[src/inc/boisx_regs.vh]
// constants for the branch/or/increment/shift execution datapath
// assumes inclusion by the datapath module only
`ifndef BOISX_REGS_VH
`define BOISX_REGS_VH

// operation select codes
`define BOISX_OP_NONE   3'h0
`define BOISX_OP_BRANCH 3'h1
`define BOISX_OP_ORLIT  3'h2
`define BOISX_OP_ORREG  3'h3
`define BOISX_OP_INC    3'h4
`define BOISX_OP_SHL    3'h5
`define BOISX_OP_SHR    3'h6

// latch register field feeding the upper program counter bits
`define BOISX_LATCH_HI  4
`define BOISX_LATCH_LO  3

// reset values
`define BOISX_ACC_RST   8'h00
`define BOISX_PC_RST    13'h0000

// cycle counts
`define BOISX_BRANCH_CYC 2'h2
`define BOISX_SINGLE_CYC 2'h1

`endif

[src/verilog/boisx_exec.v]
// execution datapath for branch, or, increment and logical shifts
// assumes a decoder on core_clk presents one operation per op_valid pulse
// and a register file that supplies file_rd_data for file_addr combinationally
//
// Operation
// RQ1: branch loads eleven-bit immediate into pc low
// RQ2: branch fills pc 12:11 from latch 4:3
// RQ3: branch takes two cycles, flags untouched
// RQ4: or literal into accumulator, update zero
// RQ5: increment addressed file register, update zero
// RQ6: destination bit zero accumulator, one file
// RQ7: or accumulator with register, update zero
// RQ8: left shift, bit zero forced low
// RQ9: left shift carry from bit seven, zero
// RQ10: right shift, bit seven forced low
// RQ11: right shift carry from bit zero, zero
// RQ12: zero flag set when result is zero
// RQ13: others single cycle, or/inc keep carry
`timescale 1ns/100ps
`include "boisx_regs.vh"

module boisx_exec #(
  parameter DATA_W = 8,
  parameter ADDR_W = 7,
  parameter IMM_W  = 11,
  parameter PC_W   = 13
) (
  input  wire              core_clk,
  input  wire              nrst,
  input  wire              op_valid,
  input  wire [2:0]        op_sel,
  input  wire [IMM_W-1:0]  branch_imm,
  input  wire [DATA_W-1:0] literal_in,
  input  wire [ADDR_W-1:0] file_addr,
  input  wire              dest_sel,
  input  wire [DATA_W-1:0] file_rd_data,
  input  wire [DATA_W-1:0] pc_upper_latch,
  output reg  [PC_W-1:0]   pc_out,
  output reg               pc_load,
  output reg  [DATA_W-1:0] acc_out,
  output reg               zero_flag,
  output reg               carry_flag,
  output reg               file_wr_en,
  output reg  [ADDR_W-1:0] file_wr_addr,
  output reg  [DATA_W-1:0] file_wr_data,
  output reg               busy,
  output reg               op_done
);

  // one-hot states
  localparam ST_IDLE   = 2'b01;
  localparam ST_BRANCH = 2'b10;

  reg [1:0]        state_reg;
  reg [1:0]        state_next;
  reg [DATA_W-1:0] result;
  reg              wr_zero;
  reg              wr_carry;
  reg              carry_val;
  reg              to_file;
  reg              is_branch;
  reg              single_done;

  wire accept;
  assign accept = op_valid & ~busy;

  // combinational result and flag selection
  always @* begin
    result      = {DATA_W{1'b0}};
    wr_zero     = 1'b0;
    wr_carry    = 1'b0;
    carry_val   = carry_flag;
    to_file     = 1'b0;
    is_branch   = 1'b0;
    single_done = 1'b0;
    case (op_sel)
      `BOISX_OP_BRANCH: begin
        is_branch = 1'b1; // RQ3
      end
      `BOISX_OP_ORLIT: begin
        result      = acc_out | literal_in; // RQ4
        wr_zero     = 1'b1;
        single_done = 1'b1;
      end
      `BOISX_OP_ORREG: begin
        result      = acc_out | file_rd_data; // RQ7
        wr_zero     = 1'b1;
        to_file     = dest_sel; // RQ6
        single_done = 1'b1;
      end
      `BOISX_OP_INC: begin
        result      = file_rd_data + {{(DATA_W-1){1'b0}}, 1'b1}; // RQ5
        wr_zero     = 1'b1;
        to_file     = dest_sel; // RQ6
        single_done = 1'b1; // RQ13
      end
      `BOISX_OP_SHL: begin
        result      = {file_rd_data[DATA_W-2:0], 1'b0}; // RQ8
        wr_zero     = 1'b1;
        wr_carry    = 1'b1;
        carry_val   = file_rd_data[DATA_W-1]; // RQ9
        to_file     = dest_sel; // RQ6
        single_done = 1'b1;
      end
      `BOISX_OP_SHR: begin
        result      = {1'b0, file_rd_data[DATA_W-1:1]}; // RQ10
        wr_zero     = 1'b1;
        wr_carry    = 1'b1;
        carry_val   = file_rd_data[0]; // RQ11
        to_file     = dest_sel; // RQ6
        single_done = 1'b1;
      end
      default: begin
        single_done = 1'b0;
      end
    endcase
  end

  // branch sequencing
  always @* begin
    state_next = state_reg;
    case (state_reg)
      ST_IDLE: begin
        if (accept && is_branch) begin
          state_next = ST_BRANCH; // RQ3
        end
      end
      ST_BRANCH: begin
        state_next = ST_IDLE;
      end
      default: begin
        state_next = ST_IDLE;
      end
    endcase
  end

  always @(posedge core_clk or negedge nrst) begin
    if (!nrst) begin
      state_reg    <= ST_IDLE;
      pc_out       <= `BOISX_PC_RST;
      pc_load      <= 1'b0;
      acc_out      <= `BOISX_ACC_RST;
      zero_flag    <= 1'b0;
      carry_flag   <= 1'b0;
      file_wr_en   <= 1'b0;
      file_wr_addr <= {ADDR_W{1'b0}};
      file_wr_data <= {DATA_W{1'b0}};
      busy         <= 1'b0;
      op_done      <= 1'b0;
    end else begin
      state_reg  <= state_next;
      pc_load    <= 1'b0;
      file_wr_en <= 1'b0;
      op_done    <= 1'b0;
      busy       <= 1'b0;
      if (state_reg == ST_BRANCH) begin
        op_done <= 1'b1; // RQ3
      end else if (accept && is_branch) begin
        pc_out  <= {pc_upper_latch[`BOISX_LATCH_HI:`BOISX_LATCH_LO], branch_imm}; // RQ1 RQ2
        pc_load <= 1'b1;
        busy    <= 1'b1;
      end else if (accept && single_done) begin
        op_done <= 1'b1; // RQ13
        if (to_file) begin
          file_wr_en   <= 1'b1; // RQ6
          file_wr_addr <= file_addr;
          file_wr_data <= result;
        end else begin
          acc_out <= result; // RQ6
        end
        if (wr_zero) begin
          zero_flag <= (result == {DATA_W{1'b0}}); // RQ12
        end
        if (wr_carry) begin
          carry_flag <= carry_val; // RQ9 RQ11
        end
      end
    end
  end

endmodule // boisx_exec
[config.mk]
export PLATFORM = sky130hd
export DESIGN_NAME = boisx_exec
export DESIGN_NICKNAME = d
export VERILOG_FILES = /design/src/verilog/boisx_exec.v
export VERILOG_INCLUDE_DIRS = /design/src /design/src/inc
export SDC_FILE = /design/constraint.sdc
export NUM_CORES = 1
export LEC_CHECK = 0
export BUFFER_PORTS_ARGS = -buffer_cell sky130_fd_sc_hd__clkbuf_2
export CAP_MARGIN = 20
export CORE_ASPECT_RATIO = 1.75
export CORE_MARGIN = 1.5
export CORE_UTILIZATION = 40
export CTS_CLUSTER_DIAMETER = 150
export DETAILED_ROUTE_END_ITERATION = 6
export MAX_ROUTING_LAYER = met4
export PLACE_DENSITY = 0.77
export SYNTH_ARGS = -nofsm -noshare
export SYNTH_HDL_FRONTEND = slang
export SYNTH_SLANG_ARGS = --single-unit
export TNS_END_PERCENT = 50
[constraint.sdc]
create_clock -name core_clk -period 2.2 [get_ports core_clk]
set_input_delay 0.22 -clock core_clk [delete_from_list [all_inputs] [get_ports core_clk]]
set_output_delay 0.22 -clock core_clk [all_outputs]
set_load 0.005 [all_outputs]
==> results.md, run 1 <==
* Run status: finished with violations
* Failing checks: negative hold slack
* Predominant post-synthesis flop cell: dfrtp_1
* Worst-path clk slew at 0.08 ns
* DIE HEIGHT at 100 um
* Bufs on Longest Clock Path at 2
* Global route overflow at 0
* Post-Syn Instances at 188
* Routability cong. at 0.864
* Worst setup EP type: flop
* Synth area leader: dfrtp_1
* WL final at 5400 um
* HPWL after DPL at 4250 um
* Clock sink count at 43
* Top flop regs: pc_out: 13 flops, acc_out: 8 flops, file_wr_data: 8 flops
* Critical path data required time at 2.39 ns
* Wire length on met2 at 2980 um
* Final setup margin at 0.207 ns
* Synth unique cells at 44
* #FFs+latches synth at 43
* Sequential area share after synthesis at 0.499
* CTS buffer count at 5
* CTS H-Tree Depth at 2
* Final Max Slew Viols at 0
* Leakage power at 1.37 nW
* Clock latency on the worst-skew pair at 0.29 ns
* Post-CTS setup buffer count at 0
* Initial DRT Pass Iterations at 4
* Worst Path Max Fanout at 4
* Leading cell types by count after synthesis: 42 x dfrtp_1, 21 x mux2_1, 16 x mux2_2
* Period Utilization, post-route at 0.906
* Hold Crit Class: input port to asynchronous set/reset pin
* Mean Syn Cell Area at 11.5 um2
* Initial DRC Count at 32
* Area share of the largest cell type after synthesis at 0.487
* Biggest register: pc_out
* GRT Total Usage at 0.199
* Crit Path Class: flop to flop
* PortBufs at 84
* Row count at 35
* Hold_ws at -0.0143 ns
* Metal-1 WL at 1930 um
* Initial antenna violation count at 0
* Max FFs per register at 13
* Uppermost layer routed: met4
* Fmax at 502 MHz
* Layout area overhead at 28.2%
* Syn. warnings at 0
* Fin. Hold Viols at 15
* Post-Syn Nets at 238
* NumNets Final at 330
* Power Dens Cells at 775 nW/um2
* Die width at 58.5 um
* Number of synthesized flops with an enable pin at 0
* CTS tree: done
* Largest net degree at the start of global routing at 44
* Minimum clock period at 1.99 ns
* Post_cts resized at 0
* Worst VDD drop at 516 uV
* First-pass GRT wire length at 8630 um
* Mapped Area at 2160 um2
* Drt via density at 5.61
* Fin area at 2770 um2
* Via Count at 1884
* I/O Pins at 91
* # Max-Cap Violations at 0
* Count leader, synth: dfrtp_1
* Worst slew margin relative to its limit at 0.627
* DP Worst Slack at 0.133 ns
* # setup viols final at 0
* Antenna diodes at 0
* Clk root buf: clkbuf_8
* Layout cells sized above 1 at 0.438
* Placed Area at 2680 um2
* Routed Antenna Nets at 0
* Initial Utilization at 0.414
* Setup TNS at 0 ns
* Area contributors post-synth: dfrtp_1 49%, mux2_1 11%, mux2_2 8.4%, o21ai_0 2.1%, nand2_1 2.1%
* Routed len/inst at 16.1 um
* Vias in the first global route at 1851
* Worst Max-Slew Pin Slew at 0.554 ns
* Met3 WL post-DR at 268 um
* Async SR Flop Fraction at 1.00
* Core area at 5210 um2
* Unrepaired setup endpoints after global routing: false
* DRC violations left at 0
* Setup crit start kind: flop
* Crit path arrival time at 2.19 ns
* Hold-fix buffers, CTS at 0
* Die ar. at 5860 um2
* Clk_skew at 0.00863 ns
path summary, 6_finish.rpt:
kind | startpoint | end | slack, ns | depth (start not counted)
hold / removal | nrst | acc_out[7]$_DFFE_PN0P_ | -0.01 | 2
max in group asynchronous | nrst | state_reg[0]$_DFFE_PN1P_ | 1.83 | 2
setup reg to reg | acc_out[2]$_DFFE_PN0P_ | zero_flag$_DFFE_PN0P_ | 0.21 | 5
hold reg to reg | file_wr_data[7]$_DFFE_PN0P_ | file_wr_data[7]$_DFFE_PN0P_ | 0.49 | 1
setup / recovery | acc_out[2]$_DFFE_PN0P_ | zero_flag$_DFFE_PN0P_ | 0.21 | 5
min in group core_clk | file_addr[6] | file_wr_addr[6]$_DFFE_PN0P_ | 0.14 | 2
critical path, cell delays in order, from the launching register on:
cell       delay (ns)
dfrtp_1          0.44
or4_1            0.46
o2111ai_1        0.12
o31ai_1          0.15
or4_4            0.54
o41ai_2          0.19
per-stage QoR:
step                      std cells  hold slack [ns]  total power [W]  utilization
final                           336          -0.0143          0.00214        0.531
after global routing            336           0.0349          0.00227        0.531
after CTS                       336          0.00964          0.00218        0.531
after detailed placement        328            0.324          0.00169        0.515
after global placement          328            0.323          0.00166        0.515
after floorplan                 188          -0.0756          0.00135            -
metal layers:
metal / vias up / GRT usage
li1: 875 / -
met1: 919 / 0.216
met2: 73 / 0.337
met3: 17 / 0.0309
met4: 0 / 0.113
met5: - / -
layout by cell type, fill, tap and decap left out, types with 2 or more instances in the layout:
master,n
nand4_1,2
dfrtp_1,42
nand2_1,12
clkbuf_2,84
nor4_1,2
o21ai_0,9
o2111ai_1,3
a32oi_1,2
nand3_1,2
buf_4,10
nor3_1,2
a21oi_1,7
xnor2_1,3
mux2_2,16
nand2b_1,3
or3_1,4
a21o_1,2
mux2_1,21
or4_1,3
inv_1,5
nor2b_1,2
o21ai_1,2
clkbuf_8,5
o31ai_1,3
o21a_1,2
mux2i_1,2
nor2_1,11
power breakdown:
| part | switching [W] | total [W] | internal (W) | leakage, nW |
|---|---|---|---|---|
| clock network | 0.000259 | 0.000481 | 0.000222 | 0.0412 |
| logic | 0.000265 | 0.000581 | 0.000315 | 0.790 |
| registers | 0.000109 | 0.00108 | 0.000972 | 0.535 |
cell families after synthesis:
| group | after synthesis | share of synthesized area |
|---|---|---|
| AOI/OAI and AO/OA | 38 | 0.121 |
| DFF | 43 | 0.499 |
| muxes | 39 | 0.202 |
| buffers and inverters | 15 | 0.0365 |
| xor gates and xnor gates | 4 | 0.0162 |
| adders and majority gates | 1 | 0.00580 |
| and+or+nand+nor | 48 | 0.119 |
layout make-up:
type | instances | area [um2]
clock buffer | 6 | 72.6
clock inverter | 2 | 12.5
timing repair buffer | 95 | 515
sequential | 43 | 1080
tap | 55 | 68.8
multi-input combinational | 130 | 1000
inverter | 5 | 18.8
fill | 484 | 2440
Note: power is estimated with default switching activity, not from simulation.
==> run 2, diff against run 1 <==
--- a/config.mk
+++ b/config.mk
@@ -13,7 +13,6 @@
 export CORE_UTILIZATION = 40
 export CTS_CLUSTER_DIAMETER = 150
 export DETAILED_ROUTE_END_ITERATION = 6
-export MAX_ROUTING_LAYER = met4
 export PLACE_DENSITY = 0.77
 export SYNTH_ARGS = -nofsm -noshare
 export SYNTH_HDL_FRONTEND = slang
==> constraint.sdc (replaced) <==
create_clock -name core_clk -period 2.2 [get_ports core_clk]
set_input_delay 0.44 -clock core_clk [delete_from_list [all_inputs] [get_ports core_clk]]
set_output_delay 0.44 -clock core_clk [all_outputs]
set_load 0.005 [all_outputs]
==> results.md, run 2 (same netlist as run 1, synthesis figures left out) <==
* R2r setup slk at 0.28 ns
* Max FFs per register at 13
* First-pass GRT wire length at 8590 um
* Critical path data required time at 2.40 ns
* Setup TNS at 0 ns
* Initial antenna violation count at 0
* Commonest non-fill, non-tap cell in the layout: clkbuf_2
* Initial Utilization at 0.414
* Minimum clock period at 1.92 ns
* Fillers at 468
* Clock latency on the worst-skew pair at 0.29 ns
* Routed Antenna Nets at 0
* Run status: complete, no violations
* Unrepaired setup endpoints after global routing: false
* CTS buffer count at 5
* Switching pwr at 0.000622 W
* Fmax at 520 MHz
* WL final at 5240 um
* Seq pwr share at 0.486
* Worst setup EP type: flop
* Power Dens Cells at 768 nW/um2
* Bufs on Longest Clock Path at 2
* Crit Path Class: flop to flop
* Initial DRT Pass Iterations at 4
* Antenna diodes at 0
* Period Utilization, post-route at 0.874
* I/O Pins at 91
* Post_cts resized at 0
* NumNets Final at 342
* CTS H-Tree Depth at 2
* Global route overflow at 0
* Crit path arrival time at 2.12 ns
* Worst Path Max Fanout at 5
* # setup viols final at 0
* Gate power share at 0.272
* Row count at 35
* Die ar. at 5860 um2
* DRC violations left at 0
* GRT Total Usage at 0.191
* Top flop regs: pc_out: 13 flops, acc_out: 8 flops, file_wr_data: 8 flops
* Worst-path clk slew at 0.08 ns
* Fin. Hold Viols at 0
* Largest net degree at the start of global routing at 44
* Fin util at 0.554
* Worst slew margin relative to its limit at 0.614
* Core area at 5210 um2
* Hold-fix buffers, CTS at 0
* Setup crit start kind: flop
* Clk root buf: clkbuf_8
* Initial DRC Count at 34
* Most frequent cells in the layout: 84 x clkbuf_2, 42 x dfrtp_1, 21 x mux2_1, 21 x buf_4, 16 x mux2_2
* Layout cells sized above 1 at 0.464
* HPWL after DPL at 4180 um
* PortBufs at 84
* Clock Power Share at 0.241
* Layout area overhead at 33.9%
* Routed len/inst at 15.0 um
* Biggest register: pc_out
* Via Count at 1883
* DP Worst Slack at 0.00175 ns
* P_int at 0.00160 W
* Hold Crit Class: input port to asynchronous set/reset pin
* Worst VDD drop at 616 uV
* Drt via density at 5.41
* Worst Max-Slew Pin Slew at 0.574 ns
* Vias in the first global route at 1892
* Register-to-Register Path Depth at 4
* Tot Pwr at 0.00222 W
* Final setup margin at 0.277 ns
* Die width at 58.5 um
* CTS tree: done
* Hold_ws at 0.212 ns
* Routability cong. at 0.821
* Leakage power at 1.44 nW
* Sw frac at 0.280
* Final Max Slew Viols at 0
* DIE HEIGHT at 100 um
* R2r startpoint: busy$_DFF_PN0_
* Sequential cell area at 1080 um2
* Clock sink count at 43
* # Max-Cap Violations at 0
* Area of the multi-input gates at 1000 um2
* Reg2reg end: zero_flag$_DFFE_PN0P_
* Clk_skew at 0.00991 ns
* Post-CTS setup buffer count at 0
-- run 2: changes by cell type in the layout (fill, tap and decap cells not counted), sizes merged --
| cell | previous run | this run |
|---|---|---|
| buf | 11 | 23 |
| clkbuf | 90 | 91 |
| clkinv | 1 | 0 |
-- run 2: power by group through the flow --
| stage | Combinational, W | Clock (W) | Sequential (W) |
|---|---|---|---|
| 2_1_floorplan | 0.000254 | 0 | 0.00110 |
| 3_3_place_gp | 0.000602 | 0 | 0.00109 |
| 3_5_place_dp | 0.000613 | 0 | 0.00110 |
| 4_1_cts | 0.000616 | 0.000562 | 0.00108 |
| 5_1_grt | 0.000665 | 0.000589 | 0.00110 |
| 6_report | 0.000604 | 0.000535 | 0.00108 |
-- run 2: worst max-delay path, stage by stage (launching register included) --
cell and delay [ns]:
dfrtp_1 0.40, nand2b_1 0.22, or3_1 0.46, or4_4 0.55
o41ai_2 0.19
-- run 2: worst max path at each step --
stage | startpoint | endpoint | cells after the start
floorplan | op_sel[2] | zero_flag$_DFFE_PN0P_ | 6
global route | acc_out[6]$_DFFE_PN0P_ | zero_flag$_DFFE_PN0P_ | 6
finish | busy$_DFF_PN0_ | zero_flag$_DFFE_PN0P_ | 4
CTS | busy$_DFF_PN0_ | zero_flag$_DFFE_PN0P_ | 4
detailed placement | op_sel[2] | zero_flag$_DFFE_PN0P_ | 6
global placement | op_sel[2] | zero_flag$_DFFE_PN0P_ | 6
-- run 2: metrics by stage --
step	instance area [um2]	cells
finish	2890	348
global route	2890	348
CTS	2890	348
detailed placement	2780	340
global placement	2780	340
floorplan	2160	188
-- run 2: cell type report --
type / instances / share of cell area
Clock buffer: 7 / 0.0334
Clock inverter: 1 / 0.00260
Inverter: 5 / 0.00650
Multi-Input combinational cell: 130 / 0.347
Sequential cell: 43 / 0.373
Tap cell: 55 / 0.0238
Timing Repair Buffer: 107 / 0.214
-- run 2: layer usage --
metal,share of wire,up-vias,global-route usage
met2,0.57,55,0.341
li1,-,907,-
met4,0.035,0,0.106
met3,0.043,12,0.0309
met5,0,-,0
met1,0.35,909,0.207
==> run 3, diff against run 2 <==
--- a/config.mk
+++ b/config.mk
@@ -6,6 +6,7 @@
 export SDC_FILE = /design/constraint.sdc
 export NUM_CORES = 1
 export LEC_CHECK = 0
+export ABC_AREA = 1
 export BUFFER_PORTS_ARGS = -buffer_cell sky130_fd_sc_hd__clkbuf_2
 export CAP_MARGIN = 20
 export CORE_ASPECT_RATIO = 1.75
@@ -13,7 +14,7 @@
 export CORE_UTILIZATION = 40
 export CTS_CLUSTER_DIAMETER = 150
 export DETAILED_ROUTE_END_ITERATION = 6
-export PLACE_DENSITY = 0.77
+export PLACE_DENSITY = 0.75
 export SYNTH_ARGS = -nofsm -noshare
 export SYNTH_HDL_FRONTEND = slang
 export SYNTH_SLANG_ARGS = --single-unit
==> results.md, run 3 <==
* Setup crit start kind: input port
* Worst Path Max Fanout at 22
* Uppermost layer routed: met4
* HPWL after DPL at 4720 um
* Global route overflow at 0
* CTS tree: done
* Peak per-stage delay on the critical path at 0.30 ns
* Core area at 5630 um2
* Biggest register: pc_out
* Leading cell types by count after synthesis: 119 x nand2_1, 42 x dfrtp_1, 27 x inv_1
* Fin. Hold Viols at 0
* First-pass GRT wire length at 10100 um
* CP bufs+invs at 3
* Sequential cell area at 1080 um2
* Bufs on Longest Clock Path at 2
* Clock sink count at 43
* Area share of the largest cell type after synthesis at 0.444
* Count leader, synth: nand2_1
* Post-Syn Instances at 312
* Clk root buf: clkbuf_8
* Post-synthesis mux area share at 0.00476
* Worst slew margin relative to its limit at 0.651
* Post-Synth Simple-Gate Area at 0.348
* I/O Pins at 91
* Post-Synth Adder-Cell Area at 0.00529
* DRC violations left at 0
* Via Count at 2349
* Crit path arrival time at 1.88 ns
* Fillers at 573
* Period Utilization, post-route at 0.755
* Worst-path clk slew at 0.07 ns
* Post-Syn Nets at 362
* Layout area overhead at 23.5%
* NumNets Final at 448
* Vias in the first global route at 2262
* Row count at 36
* Clock latency on the worst-skew pair at 0.29 ns
* DIE HEIGHT at 105 um
* Final setup margin at 0.538 ns
* Hold Crit Class: input port to asynchronous set/reset pin
* Mapped Area at 2370 um2
* Initial DRC Count at 109
* Async SR Flop Fraction at 1.00
* CTS buffer count at 5
* Area of the multi-input gates at 1070 um2
* Power Dens Cells at 739 nW/um2
* Synth Area in Compound Gates at 0.0925
* PortBufs at 84
* Slowest stage cell, crit path: nor2_8
* Drt via density at 4.96
* Hold-fix buffers, CTS at 0
* Wire length on met2 at 3180 um
* Minimum clock period at 1.66 ns
* Routed Antenna Nets at 0
* Syn. warnings at 0
* Die ar. at 6410 um2
* GRT Total Usage at 0.205
* Met3 WL post-DR at 332 um
* Post_cts resized at 0
* Initial antenna violation count at 0
* Crit Path Class: input port to flop
* Setup TNS at 0 ns
* Die width at 61.2 um
* Worst Max-Slew Pin Slew at 0.524 ns
* Commonest non-fill, non-tap cell in the layout: nand2_1
* # setup viols final at 0
* Metal-1 WL at 2210 um
* Predominant post-synthesis flop cell: dfrtp_1
* Antenna diodes at 0
* Routability cong. at 0.967
* CP top delay family: simple AND/OR/NAND/NOR gates
* Critical path data required time at 2.42 ns
* Most frequent cells in the layout: 119 x nand2_1, 84 x clkbuf_2, 42 x dfrtp_1
* Post-CTS setup buffer count at 0
* Worst setup EP type: flop
* Leakage power at 1.67 nW
* Unrepaired setup endpoints after global routing: false
* #FFs+latches synth at 43
* Worst VDD drop at 579 uV
* WL final at 6000 um
* Critical path cell sequence: clkbuf_2 > inv_1 > nand3_2 > nand2_2 > o21ai_2 > buf_4 > nor2_8 > nor2_1 > a31oi_1
* R2r setup slk at 0.63 ns
* Largest net degree at the start of global routing at 44
* Final Max Slew Viols at 0
* # Max-Cap Violations at 0
* Top flop regs: pc_out: 13 flops, acc_out: 8 flops, file_wr_data: 8 flops
* DP Worst Slack at 0.235 ns
* Routed len/inst at 12.7 um
* Number of synthesized flops with an enable pin at 0
* Area contributors post-synth: dfrtp_1 44%, nand2_1 19%, inv_1 4.3%, nor2_1 4.0%, nand3_1 3.8%
* Synth unique cells at 32
* Fmax at 602 MHz
* Initial Utilization at 0.420
* Largest family of logic cells by synthesized area: simple AND/OR/NAND/NOR gates
* Initial DRT Pass Iterations at 4
* Synth area leader: dfrtp_1
* Sequential area share after synthesis at 0.455
* Max FFs per register at 13
* Layout cells sized above 1 at 0.299
* Clk_skew at 0.00535 ns
* Synth Area in XOR/XNOR at 0
* Run status: complete, no violations
* CTS H-Tree Depth at 2
* Mean Syn Cell Area at 7.59 um2
-- run 3: final timing paths --
path	end	cells after the start	start
min in group core_clk	file_wr_addr[6]$_DFFE_PN0P_	3	file_addr[6]
hold / removal	pc_out[7]$_DFFE_PN0P_	2	nrst
hold reg to reg	state_reg[1]$_DFFE_PN0P_	1	state_reg[1]$_DFFE_PN0P_
setup reg to reg	file_wr_data[2]$_DFFE_PN0P_	5	busy$_DFF_PN0_
max in group asynchronous	state_reg[0]$_DFFE_PN1P_	2	nrst
setup / recovery	file_wr_data[2]$_DFFE_PN0P_	9	op_sel[2]
-- run 3: cell type report --
| class | count | area share |
|---|---|---|
| timing repair buffer | 92 | 0.164 |
| multi-input combinational | 226 | 0.365 |
| tap | 76 | 0.0325 |
| clock buffer | 6 | 0.0282 |
| clock inverter | 1 | 0.00171 |
| inverter | 30 | 0.0402 |
| sequential | 43 | 0.368 |
-- run 3: power by group --
group	internal (W)	switching, W
clock	0.000246	0.000254
sequential	0.000961	0.000102
combinational	0.000270	0.000326
total	0.00148	0.000682
-- run 3: cells by family (layout without fill, tap and decap cells) --
logic type | count (synthesis) | in the layout
AO/OA/AOI/OAI | 38 | 38
adder cells (fa/ha/maj) | 1 | 1
buffers and inverters | 43 | 129
flip-flops | 43 | 43
multiplexers | 1 | 1
AND/OR/NAND/NOR | 186 | 186
-- run 3: through the flow --
stage | hold WS (ns) | area [um2] | utilization | cells | power, W
2_1_floorplan | 0.144 | 2370 | - | 312 | 0.00138
3_3_place_gp | 0.428 | 2840 | 0.504 | 467 | 0.00166
6_report | 0.195 | 2920 | 0.519 | 474 | 0.00216
4_1_cts | 0.221 | 2920 | 0.519 | 474 | 0.00218
3_5_place_dp | 0.447 | 2840 | 0.504 | 467 | 0.00168
5_1_grt | 0.246 | 2920 | 0.519 | 474 | 0.00230
-- run 3: metal layers --
metal / up-vias / global-route usage
li1: 1166 / -
met1: 1091 / 0.234
met2: 72 / 0.334
met3: 20 / 0.0495
met4: 0 / 0.115
met5: - / 0
